--- src/pkg/ssq_pkg.sv ---
package ssq_pkg;

  // ------------------------------------------------------------------
  // Register map (APB byte addresses)
  // ------------------------------------------------------------------
  localparam logic [7:0] ADDR_PROG_BASE = 8'h00;
  localparam logic [7:0] ADDR_PROG_LAST = 8'h5C;
  localparam logic [7:0] ADDR_CTRL = 8'h80;
  localparam logic [7:0] ADDR_STAT = 8'h84;
  localparam logic [7:0] ADDR_X = 8'h88;
  localparam logic [7:0] ADDR_Y = 8'h8C;
  localparam logic [7:0] ADDR_Z = 8'h90;
  localparam logic [7:0] ADDR_FLAGS = 8'h94;

  // ------------------------------------------------------------------
  // Field positions and reset values
  // ------------------------------------------------------------------
  localparam int CTRL_HOST_BIT = 0;
  localparam int CTRL_START_BIT = 1;
  localparam int CTRL_STOP_BIT = 2;
  localparam int STAT_RUN_BIT = 5;
  localparam int FLAG_STOP_BIT = 0;
  localparam int FLAG_WAIT_BIT = 1;
  localparam int FLAG_SWI_BIT = 2;
  localparam logic [7:0] RST_SCRATCH = 8'h00;
  localparam logic [7:0] RST_INSTR = 8'hD0;

  // ------------------------------------------------------------------
  // Program memory and opcodes
  // ------------------------------------------------------------------
  localparam int PROG_DEPTH = 24;
  localparam logic [4:0] PC_LAST = 5'd23;
  localparam logic [7:0] OP_X_UP = 8'hC0;
  localparam logic [7:0] OP_Y_UP = 8'hC1;
  localparam logic [7:0] OP_Z_UP = 8'hC2;
  localparam logic [7:0] OP_X_DOWN = 8'hC3;
  localparam logic [7:0] OP_Y_DOWN = 8'hC4;
  localparam logic [7:0] OP_Z_DOWN = 8'hC5;
  localparam logic [7:0] OP_AWAIT_ONE = 8'hB8;
  localparam logic [7:0] OP_AWAIT_TWO = 8'hB9;
  localparam logic [7:0] OP_SWI = 8'hBA;
  localparam logic [7:0] OP_LABEL = 8'hBB;
  localparam logic [7:0] OP_TIMED_WAIT = 8'hBC;
  localparam logic [7:0] OP_RAND_LOAD = 8'hBD;
  localparam logic [7:0] OP_CAPTURE = 8'hBE;
  localparam logic [7:0] OP_STOP = 8'hD2;
  localparam logic [4:0] OPC_SATY = 5'b11001;
  localparam logic [2:0] OPC_WAIT = 3'b100;
  localparam logic [3:0] OPC_REPEAT = 4'b1010;
  localparam logic [5:0] WAIT_FULL = 6'd32;

  typedef enum logic [1:0] {
    SSQ_IDLE,
    SSQ_FETCH,
    SSQ_WAIT
  } ssq_state_t;

endpackage : ssq_pkg

--- src/verilog/ssq_exec.sv ---
`timescale 1ns/1ps

// Summary of operation
// [RULE_01] Down opcodes decrement x, y or z, wrapping zero to all ones.
// [RULE_02] Up opcodes increment x, y or z, wrapping all ones to zero.
// [RULE_03] Saturating y increment sets y to min(y plus one, M).
// [RULE_04] Random load puts y low random bits in x; y 0 or >7 gives 8.
// [RULE_05] Back-to-back random loads may reuse the same random value.
// [RULE_06] Software interrupt opcode raises the program interrupt flag.
// [RULE_07] Timed wait decrements x per overflow, advances at zero, flags done.
// [RULE_08] Timed wait with x already zero continues at once; live x governs.
// [RULE_09] Fixed wait stalls for W overflows, W zero meaning 32, then flags.
// [RULE_10] Capture opcode pulses the timer compare set output.
// [RULE_11] Event one wait holds the counter until event one is high.
// [RULE_12] Event two wait holds the counter until event two is high.
// [RULE_13] Label stores pc plus one, or pc itself in the last slot.
// [RULE_14] Only one loop start is held; a new label replaces the old.
// [RULE_15] Repeat jumps to loop start when C xor N and a label is set.
// [RULE_16] Condition codes: clear, frame, host bit, pc 23, x0, y0, z0, rssi.
// [RULE_17] Skip adds S plus one to pc when C xor N, else one.
// [RULE_18] Skip with S zero re-executes itself while its condition holds.
// [RULE_19] Skipping past the last loaded instruction stops execution.
// [RULE_20] Any stop, end of memory or timeout zero sets the stop flag.
// [RULE_21] Undefined opcodes execute as no-operation and advance.
// [RULE_22] Program memory holds 24 bytes, addresses 0 to 23, host readable.
module ssq_exec (
  // Clock and reset
  input wire logic clk,
  input wire logic rst_b,
  // APB slave
  input wire logic psel,
  input wire logic penable,
  input wire logic pwrite,
  input wire logic [7:0] paddr,
  input wire logic [31:0] pwdata,
  output logic [31:0] prdata,
  output logic pready,
  output logic pslverr,
  // Radio and timer status
  input wire logic channel_clear,
  input wire logic frame_active,
  input wire logic signal_strength_valid,
  input wire logic [7:0] random_source_output,
  input wire logic timer_overflow,
  input wire logic timer_event_one,
  input wire logic timer_event_two,
  input wire logic timeout_zero,
  // Sequencer outputs
  output logic timer_compare_set_pulse,
  output logic program_irq_flag,
  output logic wait_done_flag,
  output logic stop_flag,
  output logic running
);
  import ssq_pkg::*;

  typedef struct packed {
    ssq_state_t state;
    logic [PROG_DEPTH-1:0][7:0] mem;
    logic [4:0] pc;
    logic [4:0] prog_len;
    logic [4:0] loop_start;
    logic loop_valid;
    logic [7:0] x;
    logic [7:0] y;
    logic [7:0] z;
    logic [5:0] wait_cnt;
    logic host_bit;
    logic cmp_pulse;
    logic f_swi;
    logic f_wait;
    logic f_stop;
    logic [31:0] rdata;
  } ssq_regs_t;

  ssq_regs_t r;
  ssq_regs_t next_r;

  // ------------------------------------------------------------------
  // Condition evaluation
  // ------------------------------------------------------------------
  function automatic logic ssq_cond(input logic [3:0] nc,
                                    input ssq_regs_t s);
    logic c;
    c = 1'b0;
    case (nc[2:0])
      3'd0: c = channel_clear; // RULE_16
      3'd1: c = frame_active;
      3'd2: c = s.host_bit;
      3'd3: c = (s.pc == PC_LAST);
      3'd4: c = (s.x == 8'h00);
      3'd5: c = (s.y == 8'h00);
      3'd6: c = (s.z == 8'h00);
      default: c = signal_strength_valid;
    endcase
    return c ^ nc[3];
  endfunction : ssq_cond

  logic acc;
  logic [7:0] op;
  logic [5:0] skip_tgt;
  logic [7:0] rmask;
  logic [7:0] y_inc;

  assign acc = psel && penable;
  assign pready = 1'b1;
  assign pslverr = 1'b0;
  assign prdata = r.rdata;
  assign timer_compare_set_pulse = r.cmp_pulse;
  assign program_irq_flag = r.f_swi;
  assign wait_done_flag = r.f_wait;
  assign stop_flag = r.f_stop;
  assign running = (r.state != SSQ_IDLE);
  assign op = r.mem[r.pc];

  // ------------------------------------------------------------------
  // Next-state logic
  // ------------------------------------------------------------------
  always_comb begin
    next_r = r;
    next_r.cmp_pulse = 1'b0;
    skip_tgt = {1'b0, r.pc} + {2'b00, op[6:4]} + 6'd1; // RULE_17
    y_inc = r.y + 8'h01;
    rmask = (r.y == 8'h00 || r.y > 8'h07) ? 8'hFF : // RULE_04
            8'((9'h001 << r.y[2:0]) - 9'h001);

    // Software access; hardware events below win over clears.
    if (acc && pwrite) begin
      case (paddr)
        ADDR_CTRL: begin
          next_r.host_bit = pwdata[CTRL_HOST_BIT];
          if (pwdata[CTRL_START_BIT] && r.prog_len != 5'd0) begin
            next_r.state = SSQ_FETCH;
            next_r.pc = 5'd0;
          end
          if (pwdata[CTRL_STOP_BIT] && r.state != SSQ_IDLE) begin
            next_r.state = SSQ_IDLE;
            next_r.loop_valid = 1'b0;
            next_r.f_stop = 1'b1; // RULE_20
          end
        end
        ADDR_X: next_r.x = pwdata[7:0];
        ADDR_Y: next_r.y = pwdata[7:0];
        ADDR_Z: next_r.z = pwdata[7:0];
        ADDR_FLAGS: begin
          if (pwdata[FLAG_STOP_BIT]) next_r.f_stop = 1'b0;
          if (pwdata[FLAG_WAIT_BIT]) next_r.f_wait = 1'b0;
          if (pwdata[FLAG_SWI_BIT]) next_r.f_swi = 1'b0;
        end
        default: begin
          if (paddr <= ADDR_PROG_LAST && paddr[1:0] == 2'b00 &&
              r.state == SSQ_IDLE && r.prog_len < 5'(PROG_DEPTH)) begin
            next_r.mem[r.prog_len] = pwdata[7:0];
            next_r.prog_len = r.prog_len + 5'd1;
          end
        end
      endcase
    end

    case (r.state)
      SSQ_FETCH: begin
        next_r.pc = r.pc + 5'd1;
        if (op[7:3] == OPC_SATY) begin
          next_r.y = (r.y < {5'd0, op[2:0]}) ? y_inc :
                     {5'd0, op[2:0]}; // RULE_03
        end else if (op[7:5] == OPC_WAIT) begin
          next_r.wait_cnt = (op[4:0] == 5'd0) ? WAIT_FULL :
                            {1'b0, op[4:0]}; // RULE_09
          next_r.pc = r.pc;
          next_r.state = SSQ_WAIT;
        end else if (op[7:4] == OPC_REPEAT) begin
          if (ssq_cond(op[3:0], r) && r.loop_valid)
            next_r.pc = r.loop_start; // RULE_15
        end else if (op[7] == 1'b0) begin
          if (ssq_cond(op[3:0], r)) begin
            if (op[6:4] == 3'd0) begin
              next_r.pc = r.pc; // RULE_18
            end else if (skip_tgt >= {1'b0, r.prog_len}) begin
              next_r.state = SSQ_IDLE; // RULE_19
              next_r.loop_valid = 1'b0;
              next_r.f_stop = 1'b1; // RULE_20
            end else begin
              next_r.pc = skip_tgt[4:0]; // RULE_17
            end
          end
        end else begin
          case (op)
            OP_X_UP: next_r.x = r.x + 8'h01; // RULE_02
            OP_Y_UP: next_r.y = r.y + 8'h01; // RULE_02
            OP_Z_UP: next_r.z = r.z + 8'h01; // RULE_02
            OP_X_DOWN: next_r.x = r.x - 8'h01; // RULE_01
            OP_Y_DOWN: next_r.y = r.y - 8'h01; // RULE_01
            OP_Z_DOWN: next_r.z = r.z - 8'h01; // RULE_01
            // The random input is sampled as is; no refresh is forced.
            OP_RAND_LOAD: next_r.x = random_source_output & rmask; // RULE_05
            OP_SWI: next_r.f_swi = 1'b1; // RULE_06
            OP_CAPTURE: next_r.cmp_pulse = 1'b1; // RULE_10
            OP_LABEL: begin
              next_r.loop_start = (r.pc == PC_LAST) ? r.pc :
                                  r.pc + 5'd1; // RULE_13
              next_r.loop_valid = 1'b1; // RULE_14
            end
            OP_TIMED_WAIT: begin
              if (r.x != 8'h00) begin // RULE_08
                next_r.pc = r.pc;
                next_r.state = SSQ_WAIT;
              end else begin
                next_r.f_wait = 1'b1;
              end
            end
            OP_AWAIT_ONE, OP_AWAIT_TWO: begin
              next_r.pc = r.pc;
              next_r.state = SSQ_WAIT;
            end
            OP_STOP: begin
              next_r.state = SSQ_IDLE;
              next_r.loop_valid = 1'b0;
              next_r.f_stop = 1'b1; // RULE_20
            end
            default: ; // RULE_21
          endcase
        end
        if (next_r.state == SSQ_FETCH && r.pc == r.prog_len - 5'd1 &&
            next_r.pc == r.pc + 5'd1) begin
          next_r.state = SSQ_IDLE;
          next_r.loop_valid = 1'b0;
          next_r.f_stop = 1'b1; // RULE_20
        end
      end
      SSQ_WAIT: begin
        if (op == OP_AWAIT_ONE) begin
          if (timer_event_one) next_r.state = SSQ_FETCH; // RULE_11
        end else if (op == OP_AWAIT_TWO) begin
          if (timer_event_two) next_r.state = SSQ_FETCH; // RULE_12
        end else if (op == OP_TIMED_WAIT) begin
          if (r.x == 8'h00) begin // RULE_07
            next_r.state = SSQ_FETCH;
            next_r.f_wait = 1'b1;
          end else if (timer_overflow) begin
            next_r.x = r.x - 8'h01;
          end
        end else if (r.wait_cnt == 6'd0) begin
          next_r.state = SSQ_FETCH;
          next_r.f_wait = 1'b1; // RULE_09
        end else if (timer_overflow) begin
          next_r.wait_cnt = r.wait_cnt - 6'd1;
        end
        if (next_r.state == SSQ_FETCH) begin
          if (r.pc == r.prog_len - 5'd1) begin
            next_r.state = SSQ_IDLE;
            next_r.loop_valid = 1'b0;
            next_r.f_stop = 1'b1;
          end else begin
            next_r.pc = r.pc + 5'd1;
          end
        end
      end
      default: ;
    endcase

    if (r.state != SSQ_IDLE && timeout_zero) begin
      next_r.state = SSQ_IDLE;
      next_r.loop_valid = 1'b0;
      next_r.f_stop = 1'b1; // RULE_20
    end

    // Read data for the next access phase.
    next_r.rdata = 32'h0000_0000;
    if (psel && !penable && !pwrite) begin
      case (paddr)
        ADDR_CTRL: next_r.rdata = {31'd0, r.host_bit};
        ADDR_STAT: next_r.rdata = {26'd0, running, r.pc};
        ADDR_X: next_r.rdata = {24'd0, r.x};
        ADDR_Y: next_r.rdata = {24'd0, r.y};
        ADDR_Z: next_r.rdata = {24'd0, r.z};
        ADDR_FLAGS: next_r.rdata = {29'd0, r.f_swi, r.f_wait, r.f_stop};
        default: begin
          if (paddr <= ADDR_PROG_LAST && paddr[1:0] == 2'b00)
            next_r.rdata = {24'd0, r.mem[paddr[6:2]]}; // RULE_22
        end
      endcase
    end
  end

  // ------------------------------------------------------------------
  // State register
  // ------------------------------------------------------------------
  always_ff @(posedge clk or negedge rst_b) begin
    if (!rst_b) begin
      r <= '0;
      r.mem <= {PROG_DEPTH{RST_INSTR}};
      r.state <= SSQ_IDLE;
    end else begin
      r <= next_r;
    end
  end
endmodule : ssq_exec

--- config.mk ---
export PLATFORM = sky130hd
export DESIGN_NAME = ssq_exec
export DESIGN_NICKNAME = d
export VERILOG_FILES = /design/src/pkg/ssq_pkg.sv /design/src/verilog/ssq_exec.sv
export SDC_FILE = /design/constraint.sdc
export NUM_CORES = 1
export LEC_CHECK = 0
export BUFFER_PORTS_ARGS = -buffer_cell sky130_fd_sc_hd__buf_2
export CAP_MARGIN = 10
export CORE_MARGIN = 8
export CORE_UTILIZATION = 57
export DETAILED_ROUTE_END_ITERATION = 8
export PLACE_DENSITY_LB_ADDON = 0.08
export SLEW_MARGIN = 40
export SYNTH_ARGS = -nofsm -noshare
export SYNTH_HDL_FRONTEND = slang
export SYNTH_SLANG_ARGS = --single-unit
--- constraint.sdc ---
create_clock -name clk -period 4.96 [get_ports clk]
set_input_delay 0.992 -clock clk [delete_from_list [all_inputs] [get_ports clk]]
set_output_delay 0.992 -clock clk [all_outputs]
set_load 0.05 [all_outputs]
==> PnR_summary.wiki, run 1 <==
{| class="wikitable"
! Metric !! Value
|-
| Number of antenna violations at the first check in global routing || 0
|-
| Maximum clock insertion buffer count || 3
|-
| Total placed instance area || 0.0186 mm²
|-
| Number of placed I/O pins || 99
|-
| Max Clock Freq || ~200 MHz
|-
| Final antenna-violating net count || 0
|-
| Number of nets in the finished design || 1854
|-
| Combinational power share || 0.240
|-
| Pins Over Slew Limit || 0
|-
| Violated checks || setup timing
|-
| Max-capacitance violation count || 0
|-
| Sw power || 1.77 mW
|-
| Worst min-delay path class || in -> async
|-
| Remaining routing DRC violations || 0
|-
| Die Ht || 191 µm
|-
| Worst flop-to-flop path endpoint || r[67]
|-
| Library cell with the largest summed area after synthesis || sky130_fd_sc_hd__dfrtp_1
|-
| Remaining Overflow, GRT || 0
|-
| Final worst path period share || 1.00
|-
| Post-layout worst setup margin || -0.00197 ns
|-
| Setup-violating endpoint count in the final report || 1
|-
| Worst Setup Slack post-DPL || -0.224 ns
|-
| Worst-path clk slew || approximately 0.06 ns
|-
| Total GRT Usage || 0.295
|-
| Fraction of layout cells with a size suffix above 1 || 0.383
|-
| Share of async-settable or async-resettable flops after synthesis || 1.00
|-
| Destination of the critical timing path || r[67]
|-
| Worst setup path start || r[78]
|-
| Initial core utilization || 0.573
|-
| Source of the worst register-to-register timing path || r[78]
|-
| Aggregate negative setup slack || -0.00197 ns
|-
| R2r worst-path depth || 23
|-
| Via count || 14200
|-
| CTS tree || built
|-
| Post-synth top cells || sky130_fd_sc_hd__mux2_2, sky130_fd_sc_hd__dfrtp_1, sky130_fd_sc_hd__nor2_1
|-
| Number of clock sinks || 253
|-
| Worst relative slew slack || 0.428
|-
| Clk network pwr share || 0.362
|-
| Top flip-flop cell by instance count after synthesis || sky130_fd_sc_hd__dfrtp_1
|-
| Final Critical Period || between 4 and 5 ns
|-
| First DRT Iteration DRCs || 1437
|-
| Most common cell in the synthesized netlist || sky130_fd_sc_hd__mux2_2
|-
| Outcome || complete, but fails checks
|-
| Post-synth top area share || 0.260
|-
| Internal power component || 3.83 mW
|-
| Cell Pwr Density || 282 mW/mm²
|-
| Worst setup path class || reg -> reg
|-
| Data arrival time of the critical path || 5.40 ns
|-
| Number of synthesized register bits || 253
|-
| Detailed placement HPWL || 38600 µm
|-
| Diode insertion count for antenna repair || 0
|-
| Maximum number of pins on one net before global-route repair || 96
|-
| Wire length of the first global-routing pass || 83300 µm
|-
| Clock latency of the later-clocked register in the worst-skew pair || 0.57 ns
|-
| R2R setup slack || -0.002 ns
|-
| Vias/cell || between 6 and 7
|-
| Proportion of synthesized chip area in sequential cells || 0.369
|-
| Number of placement rows || 64
|-
| RSZ-0062 raised after global routing || true
|-
| Yosys warning count || 0
|-
| Worst clock skew || 0.0103 ns
|-
| Number of library cell types mapped by synthesis || 97
|-
| Maximum fanout encountered on the critical timing path || 7
|-
| Die width || 191 µm
|-
| Synth-to-layout area growth || 14.1%
|-
| Gate count after technology mapping || 1630
|-
| Number of global-route vias before repair || 13900
|-
| Total standard cell area after synthesis || 0.0174 mm²
|-
| Total routed wirelength || 54100 µm
|-
| Share of total power consumed by net switching || 0.316
|-
| Share of total power in sequential cells || 0.398
|-
| Inserted Clock Buffers || 29
|-
| Fin area || 0.0198 mm²
|-
| Area of the die || 0.0364 mm²
|-
| Filler Cell Count || between 2000 and 2500
|-
| Count of buffers inserted at the top-level ports || 48
|-
| Cell chosen for the clock root || sky130_fd_sc_hd__clkbuf_16
|-
| Gpl congestion || 0.942
|-
| Actual slew at the worst max-slew pin || between 0.8 and 0.9 ns
|-
| Routed length per placed instance || about 25 µm
|-
| Htree depth || 1
|-
| 1st-pass router iterations || 6
|-
| Standby leakage power || 8.58 nW
|-
| Core outline area || roughly 0.030 mm²
|-
| Worst Setup Start Kind || flop
|-
| Area contributors post-synth || sky130_fd_sc_hd__dfrtp_1, sky130_fd_sc_hd__mux2_2, sky130_fd_sc_hd__dfstp_2, sky130_fd_sc_hd__mux4_2, sky130_fd_sc_hd__mux2i_1
|-
| Required @ worst endpoint || 5.40 ns
|-
| Number of enable flip-flop cells after synthesis || 0
|-
| Largest voltage drop on the vdd net || 0.000333 V
|-
| Number of endpoints with negative hold slack in the final report || 0
|-
| Setup crit end kind || flop
|-
| Syn Area/Cell || around 11 µm²
|}
## cells in the final DEF (no fill, tap or decap), drive strengths merged, types with 5 or more instances in the layout
master and instances:
and3 10, o22ai 35, a211oi 8, nor4 11
or2 6, nand2b 11, mux2 205, dfstp 72
o31ai 6, a22o 6, nor2b 12, ha 37
nand4 14, nand3b 5, inv 57, mux4 78
a31oi 13, clkbuf 40, a21oi 76, nand2 107
or3 7, and2 9, a21o 12, nor2 122
o211ai 8, a22oi 27, o21ai 75, xnor2 27
dfrtp 181, o221ai 5, a221oi 9, nor3 20
mux2i 91, buf 203, xor2 13, clkinv 13
nor3b 7, nand3 49, conb 26
## final cells by class
class | instances | area (µm²) | area share
tap | 396 | 495 | 0.0250
timing repair buffer | 203 | 1520 | 0.0767
clock inverter | 13 | 82.6 | 0.00416
clock buffer | 40 | 797 | 0.0402
sequential | 253 | 6430 | 0.324
inverter | 58 | 220 | 0.0111
multi-input combinational | 1210 | 10300 | 0.519
## critical path, cell delays in order, from the launching register on
cell and delay, ns:
sky130_fd_sc_hd__dfrtp_4 0.44, sky130_fd_sc_hd__buf_12 0.16, sky130_fd_sc_hd__mux4_2 0.50, sky130_fd_sc_hd__mux2_2 0.28
sky130_fd_sc_hd__nand2_2 0.12, sky130_fd_sc_hd__nand3_4 0.11, sky130_fd_sc_hd__inv_4 0.09, sky130_fd_sc_hd__ha_4 0.13
sky130_fd_sc_hd__fa_2 0.44, sky130_fd_sc_hd__inv_1 0.08, sky130_fd_sc_hd__ha_1 0.22, sky130_fd_sc_hd__a21o_1 0.17
sky130_fd_sc_hd__a21oi_2 0.15, sky130_fd_sc_hd__o211ai_1 0.11, sky130_fd_sc_hd__buf_4 0.15, sky130_fd_sc_hd__buf_4 0.15
sky130_fd_sc_hd__a221o_1 0.38, sky130_fd_sc_hd__a221oi_2 0.26, sky130_fd_sc_hd__a21oi_2 0.09, sky130_fd_sc_hd__nand2b_1 0.08
sky130_fd_sc_hd__o311a_1 0.17, sky130_fd_sc_hd__o2111ai_2 0.16, sky130_fd_sc_hd__nor3_4 0.28, sky130_fd_sc_hd__o22ai_1 0.11
## how the worst min path moves through the flow
stage / start / endpoint / slack [ns] / depth (start not counted)
after detailed placement: r[71] / r[71] / 0.49 / 2
after CTS: rst_b / r[53] / 0.48 / 1
final: rst_b / r[53] / 0.45 / 1
after global placement: r[72] / r[72] / 0.49 / 1
after floorplan: r[36] / r[36] / 0.46 / 2
after global routing: rst_b / r[53] / 0.50 / 1
## logic make-up (layout without fill, tap and decap cells)
group	Yosys count	after routing	share of synthesized area
AND/OR/NAND/NOR	400	400	0.112
multiplexers	374	374	0.286
AO/OA/AOI/OAI	331	331	0.127
flip-flops	253	253	0.369
buffers and inverters	191	314	0.0562
XOR/XNOR	40	40	0.0201
adder cells (fa/ha/maj)	39	39	0.0289
other	2	26	0.000432
## per-stage QoR
step	util	total power, mW	hold WS (ns)	instances
floorplan	-	3.03	0.458	1654
global route	0.654	5.83	0.499	2173
global placement	0.614	3.48	0.494	2105
CTS	0.650	5.58	0.478	2170
detailed placement	0.614	3.50	0.493	2105
finish	0.654	5.60	0.447	2173
## routing by layer
metal,track usage,wire [µm]
met1,0.398,22500
met2,0.481,25700
met5,0,0
met4,0.114,2170
met3,0.0379,3720
## power groups by stage
stage / Clock (mW) / Sequential (mW) / Combinational [mW]
finish: 2.03 / 2.23 / 1.34
global route: 2.14 / 2.24 / 1.45
CTS: 2.06 / 2.23 / 1.29
detailed placement: 0 / 2.26 / 1.24
global placement: 0 / 2.26 / 1.23
floorplan: 0 / 2.22 / 0.811
## timing repair
action | in CTS | in global routing
endpoints found under the setup margin | 3 | 5
pin swaps | 24 | 16
hold buffers | 0 | 0
setup buffers | 14 | 3
resized for setup | 24 | 14
Power figures use the tool's default switching activity.
==> run 2, diff against run 1 <==
- CORE_UTILIZATION: 57 -> 50
==> PnR_summary.wiki, run 2 (synthesis gave the netlist of run 1 again) <==
{| class="wikitable"
! Metric !! Value
|-
| Outcome || complete, but fails checks
|-
| Violated checks || setup timing
|-
| Pins Over Slew Limit || 0 (unchanged)
|-
| Worst-path clk slew || 0.06 ns (about the same)
|-
| Setup-violating endpoint count in the final report || 3 (+2)
|-
| Fraction of layout cells with a size suffix above 1 || 0.391 (+0.00752)
|-
| Remaining Overflow, GRT || 0 (unchanged)
|-
| Area of the die || 0.0410 mm² (+13%)
|-
| Setup crit end kind || flop
|-
| Worst Setup Start Kind || flop
|-
| Standby leakage power || 8.81 nW (+2.7%)
|-
| Inserted Clock Buffers || 30 (+3.4%)
|-
| 1st-pass router iterations || 7 (+1)
|-
| Required @ worst endpoint || 5.41 ns (about the same)
|-
| Total placed instance area || 0.0188 mm² (+0.86%)
|-
| Leading cell type in the layout, fill and taps excluded || sky130_fd_sc_hd__mux2_2
|-
| # hold bufs at CTS || 0 (unchanged)
|-
| Total power || 6.11 mW (+9.1%)
|-
| Count of buffers inserted at the top-level ports || 48 (unchanged)
|-
| Total GRT Usage || 0.274 (-0.0210)
|-
| Initial core utilization || 0.506 (-0.0671)
|-
| Max Clock Freq || 198 MHz (-1.8%)
|-
| Number of placement rows || 68 (+6.3%)
|-
| Final Critical Period || 5.05 ns (+0.0886 ns)
|-
| Die Ht || 203 µm (+6.2%)
|-
| Detailed placement HPWL || 40300 µm (+4.3%)
|-
| Routed length per placed instance || 25.3 µm (+1.6%)
|-
| Number of nets in the finished design || 1869 (+0.81%)
|-
| Die width || 203 µm (+6.2%)
|-
| RSZ-0062 raised after global routing || true
|-
| Number of global-route vias before repair || 14100 (+1.1%)
|-
| Worst relative slew slack || 0.494 (+0.0653)
|-
| Synth-to-layout area growth || 16.8%
|-
| Final worst path period share || 1.02 (+0.0179)
|-
| First DRT Iteration DRCs || 1097 (-24%)
|-
| Worst setup path start || r[78]
|-
| Data arrival time of the critical path || 5.50 ns (+0.10 ns)
|-
| Commonest cells after routing, fill and taps aside || sky130_fd_sc_hd__mux2_2, sky130_fd_sc_hd__dfrtp_1, sky130_fd_sc_hd__buf_4
|-
| Maximum number of pins on one net before global-route repair || 103 (+7.3%)
|-
| CTS tree || built
|-
| Actual slew at the worst max-slew pin || 0.753 ns (-0.101 ns)
|-
| Final antenna-violating net count || 0 (unchanged)
|-
| Core outline area || 0.0344 mm² (+13%)
|-
| Vias/cell || 6.26 (-4.1%)
|-
| Source of the worst register-to-register timing path || r[78]
|-
| Worst clock skew || 0.0394 ns (+0.0291 ns)
|-
| Fin area || 0.0203 mm² (+2.4%)
|-
| Max-capacitance violation count || 0 (unchanged)
|-
| Diode insertion count for antenna repair || 0 (unchanged)
|-
| Gpl congestion || 0.929 (-1.4%)
|-
| Maximum clock insertion buffer count || 3 (unchanged)
|-
| Number of placed I/O pins || 99 (unchanged)
|-
| Cell chosen for the clock root || sky130_fd_sc_hd__clkbuf_16
|-
| Wire length of the first global-routing pass || 87400 µm (+4.9%)
|-
| Number of endpoints with negative hold slack in the final report || 0 (unchanged)
|-
| Maximum fanout encountered on the critical timing path || 8 (+1)
|-
| Clock latency of the later-clocked register in the worst-skew pair || 0.61 ns (+0.04 ns)
|-
| Total routed wirelength || 56900 µm (+5.2%)
|-
| Worst setup path class || reg -> reg
|-
| Htree depth || 1 (unchanged)
|-
| Worst min-delay path class || in -> async
|-
| Remaining routing DRC violations || 0 (unchanged)
|-
| Number of antenna violations at the first check in global routing || 0 (unchanged)
|-
| Via count || 14100 (-0.78%)
|-
| Number of clock sinks || 253 (unchanged)
|-
| Final Hold Slack || 0.287 ns (-0.160 ns)
|-
| Aggregate negative setup slack || -0.189 ns (-0.187 ns)
|-
| Largest voltage drop on the vdd net || 0.000326 V (-1.9%)
|-
| Cell Pwr Density || 301 mW/mm² (+6.5%)
|-
| Post-layout worst setup margin || -0.0905 ns (-0.0886 ns)
|-
| Final Util || 0.591 (-0.0626)
|}
## run 2: changes by cell type in the layout (fill, tap and decap cells not counted), moves of 4 or more
cell / previous run / this run
sky130_fd_sc_hd__buf_4: 145 / 157
sky130_fd_sc_hd__bufinv_16: 0 / 6
sky130_fd_sc_hd__clkbuf_1: 8 / 2
sky130_fd_sc_hd__clkbuf_16: 29 / 33
sky130_fd_sc_hd__clkinv_2: 11 / 7
sky130_fd_sc_hd__nor2_2: 11 / 7
## run 2: critical path, stage by stage, from the launching register on
cell	delay, ns
sky130_fd_sc_hd__dfrtp_4	0.60
sky130_fd_sc_hd__buf_6	0.15
sky130_fd_sc_hd__mux4_2	0.48
sky130_fd_sc_hd__mux2i_1	0.13
sky130_fd_sc_hd__buf_4	0.15
sky130_fd_sc_hd__o221a_4	0.22
sky130_fd_sc_hd__inv_2	0.06
sky130_fd_sc_hd__ha_4	0.20
sky130_fd_sc_hd__nor2b_1	0.12
sky130_fd_sc_hd__o21ai_1	0.17
sky130_fd_sc_hd__nand2_1	0.11
sky130_fd_sc_hd__xor2_1	0.16
sky130_fd_sc_hd__ha_1	0.29
sky130_fd_sc_hd__nand2_1	0.06
sky130_fd_sc_hd__o211ai_1	0.34
sky130_fd_sc_hd__buf_4	0.20
sky130_fd_sc_hd__a21oi_1	0.07
sky130_fd_sc_hd__a21oi_2	0.18
sky130_fd_sc_hd__a21oi_2	0.06
sky130_fd_sc_hd__or3_4	0.38
sky130_fd_sc_hd__o41a_1	0.37
sky130_fd_sc_hd__nand4b_1	0.16
sky130_fd_sc_hd__nor3_4	0.08
sky130_fd_sc_hd__a2bb2oi_1	0.15
## run 2: worst paths after layout
check                           cells after the start                         end  slack, ns
worst max register to register                     23                   stop_flag      -0.09
worst min register to register                      1                       r[72]       0.51
worst min-delay path                                1  asynchronous set/reset pin       0.29
max in group asynchronous                           2  asynchronous set/reset pin       3.75
min in group clk                                    1                       r[72]       0.51
worst max-delay path                               23                   stop_flag      -0.09
## run 2: stage by stage
stage	cells	setup slack [ns]
floorplan	1654	-0.0000586
global route	2249	-0.275
finish	2249	-0.0905
CTS	2234	-0.0271
detailed placement	2177	-0.235
global placement	2177	-0.210
## run 2: timing repair
action,CTS,global route
pin swaps,19,19
resized for setup,26,15
cloned,0,1
endpoints found under the setup margin,4,6
buffers inserted,3,13
## run 2: cell type report
class	instances	area [µm²]
Fill cell	2944	14100
Multi-Input combinational cell	1210	10300
Sequential cell	253	6420
Timing Repair Buffer	217	1650
Clock buffer	40	891
Tap cell	455	569
Clock inverter	16	262
Inverter	58	220
## run 2: metal layers
layer,track usage,part of all wire
met5,0,0
met4,0.112,0.046
met3,0.0381,0.053
met2,0.445,0.48
met1,0.366,0.42
## run 2: power breakdown
group / total, mW / internal, mW / leakage, nW / switching, mW
logic: 1.36 / 0.563 / 5.08 / 0.797
registers: 2.22 / 2.15 / 3.16 / 0.0779
clock network: 2.53 / 1.58 / 0.568 / 0.952
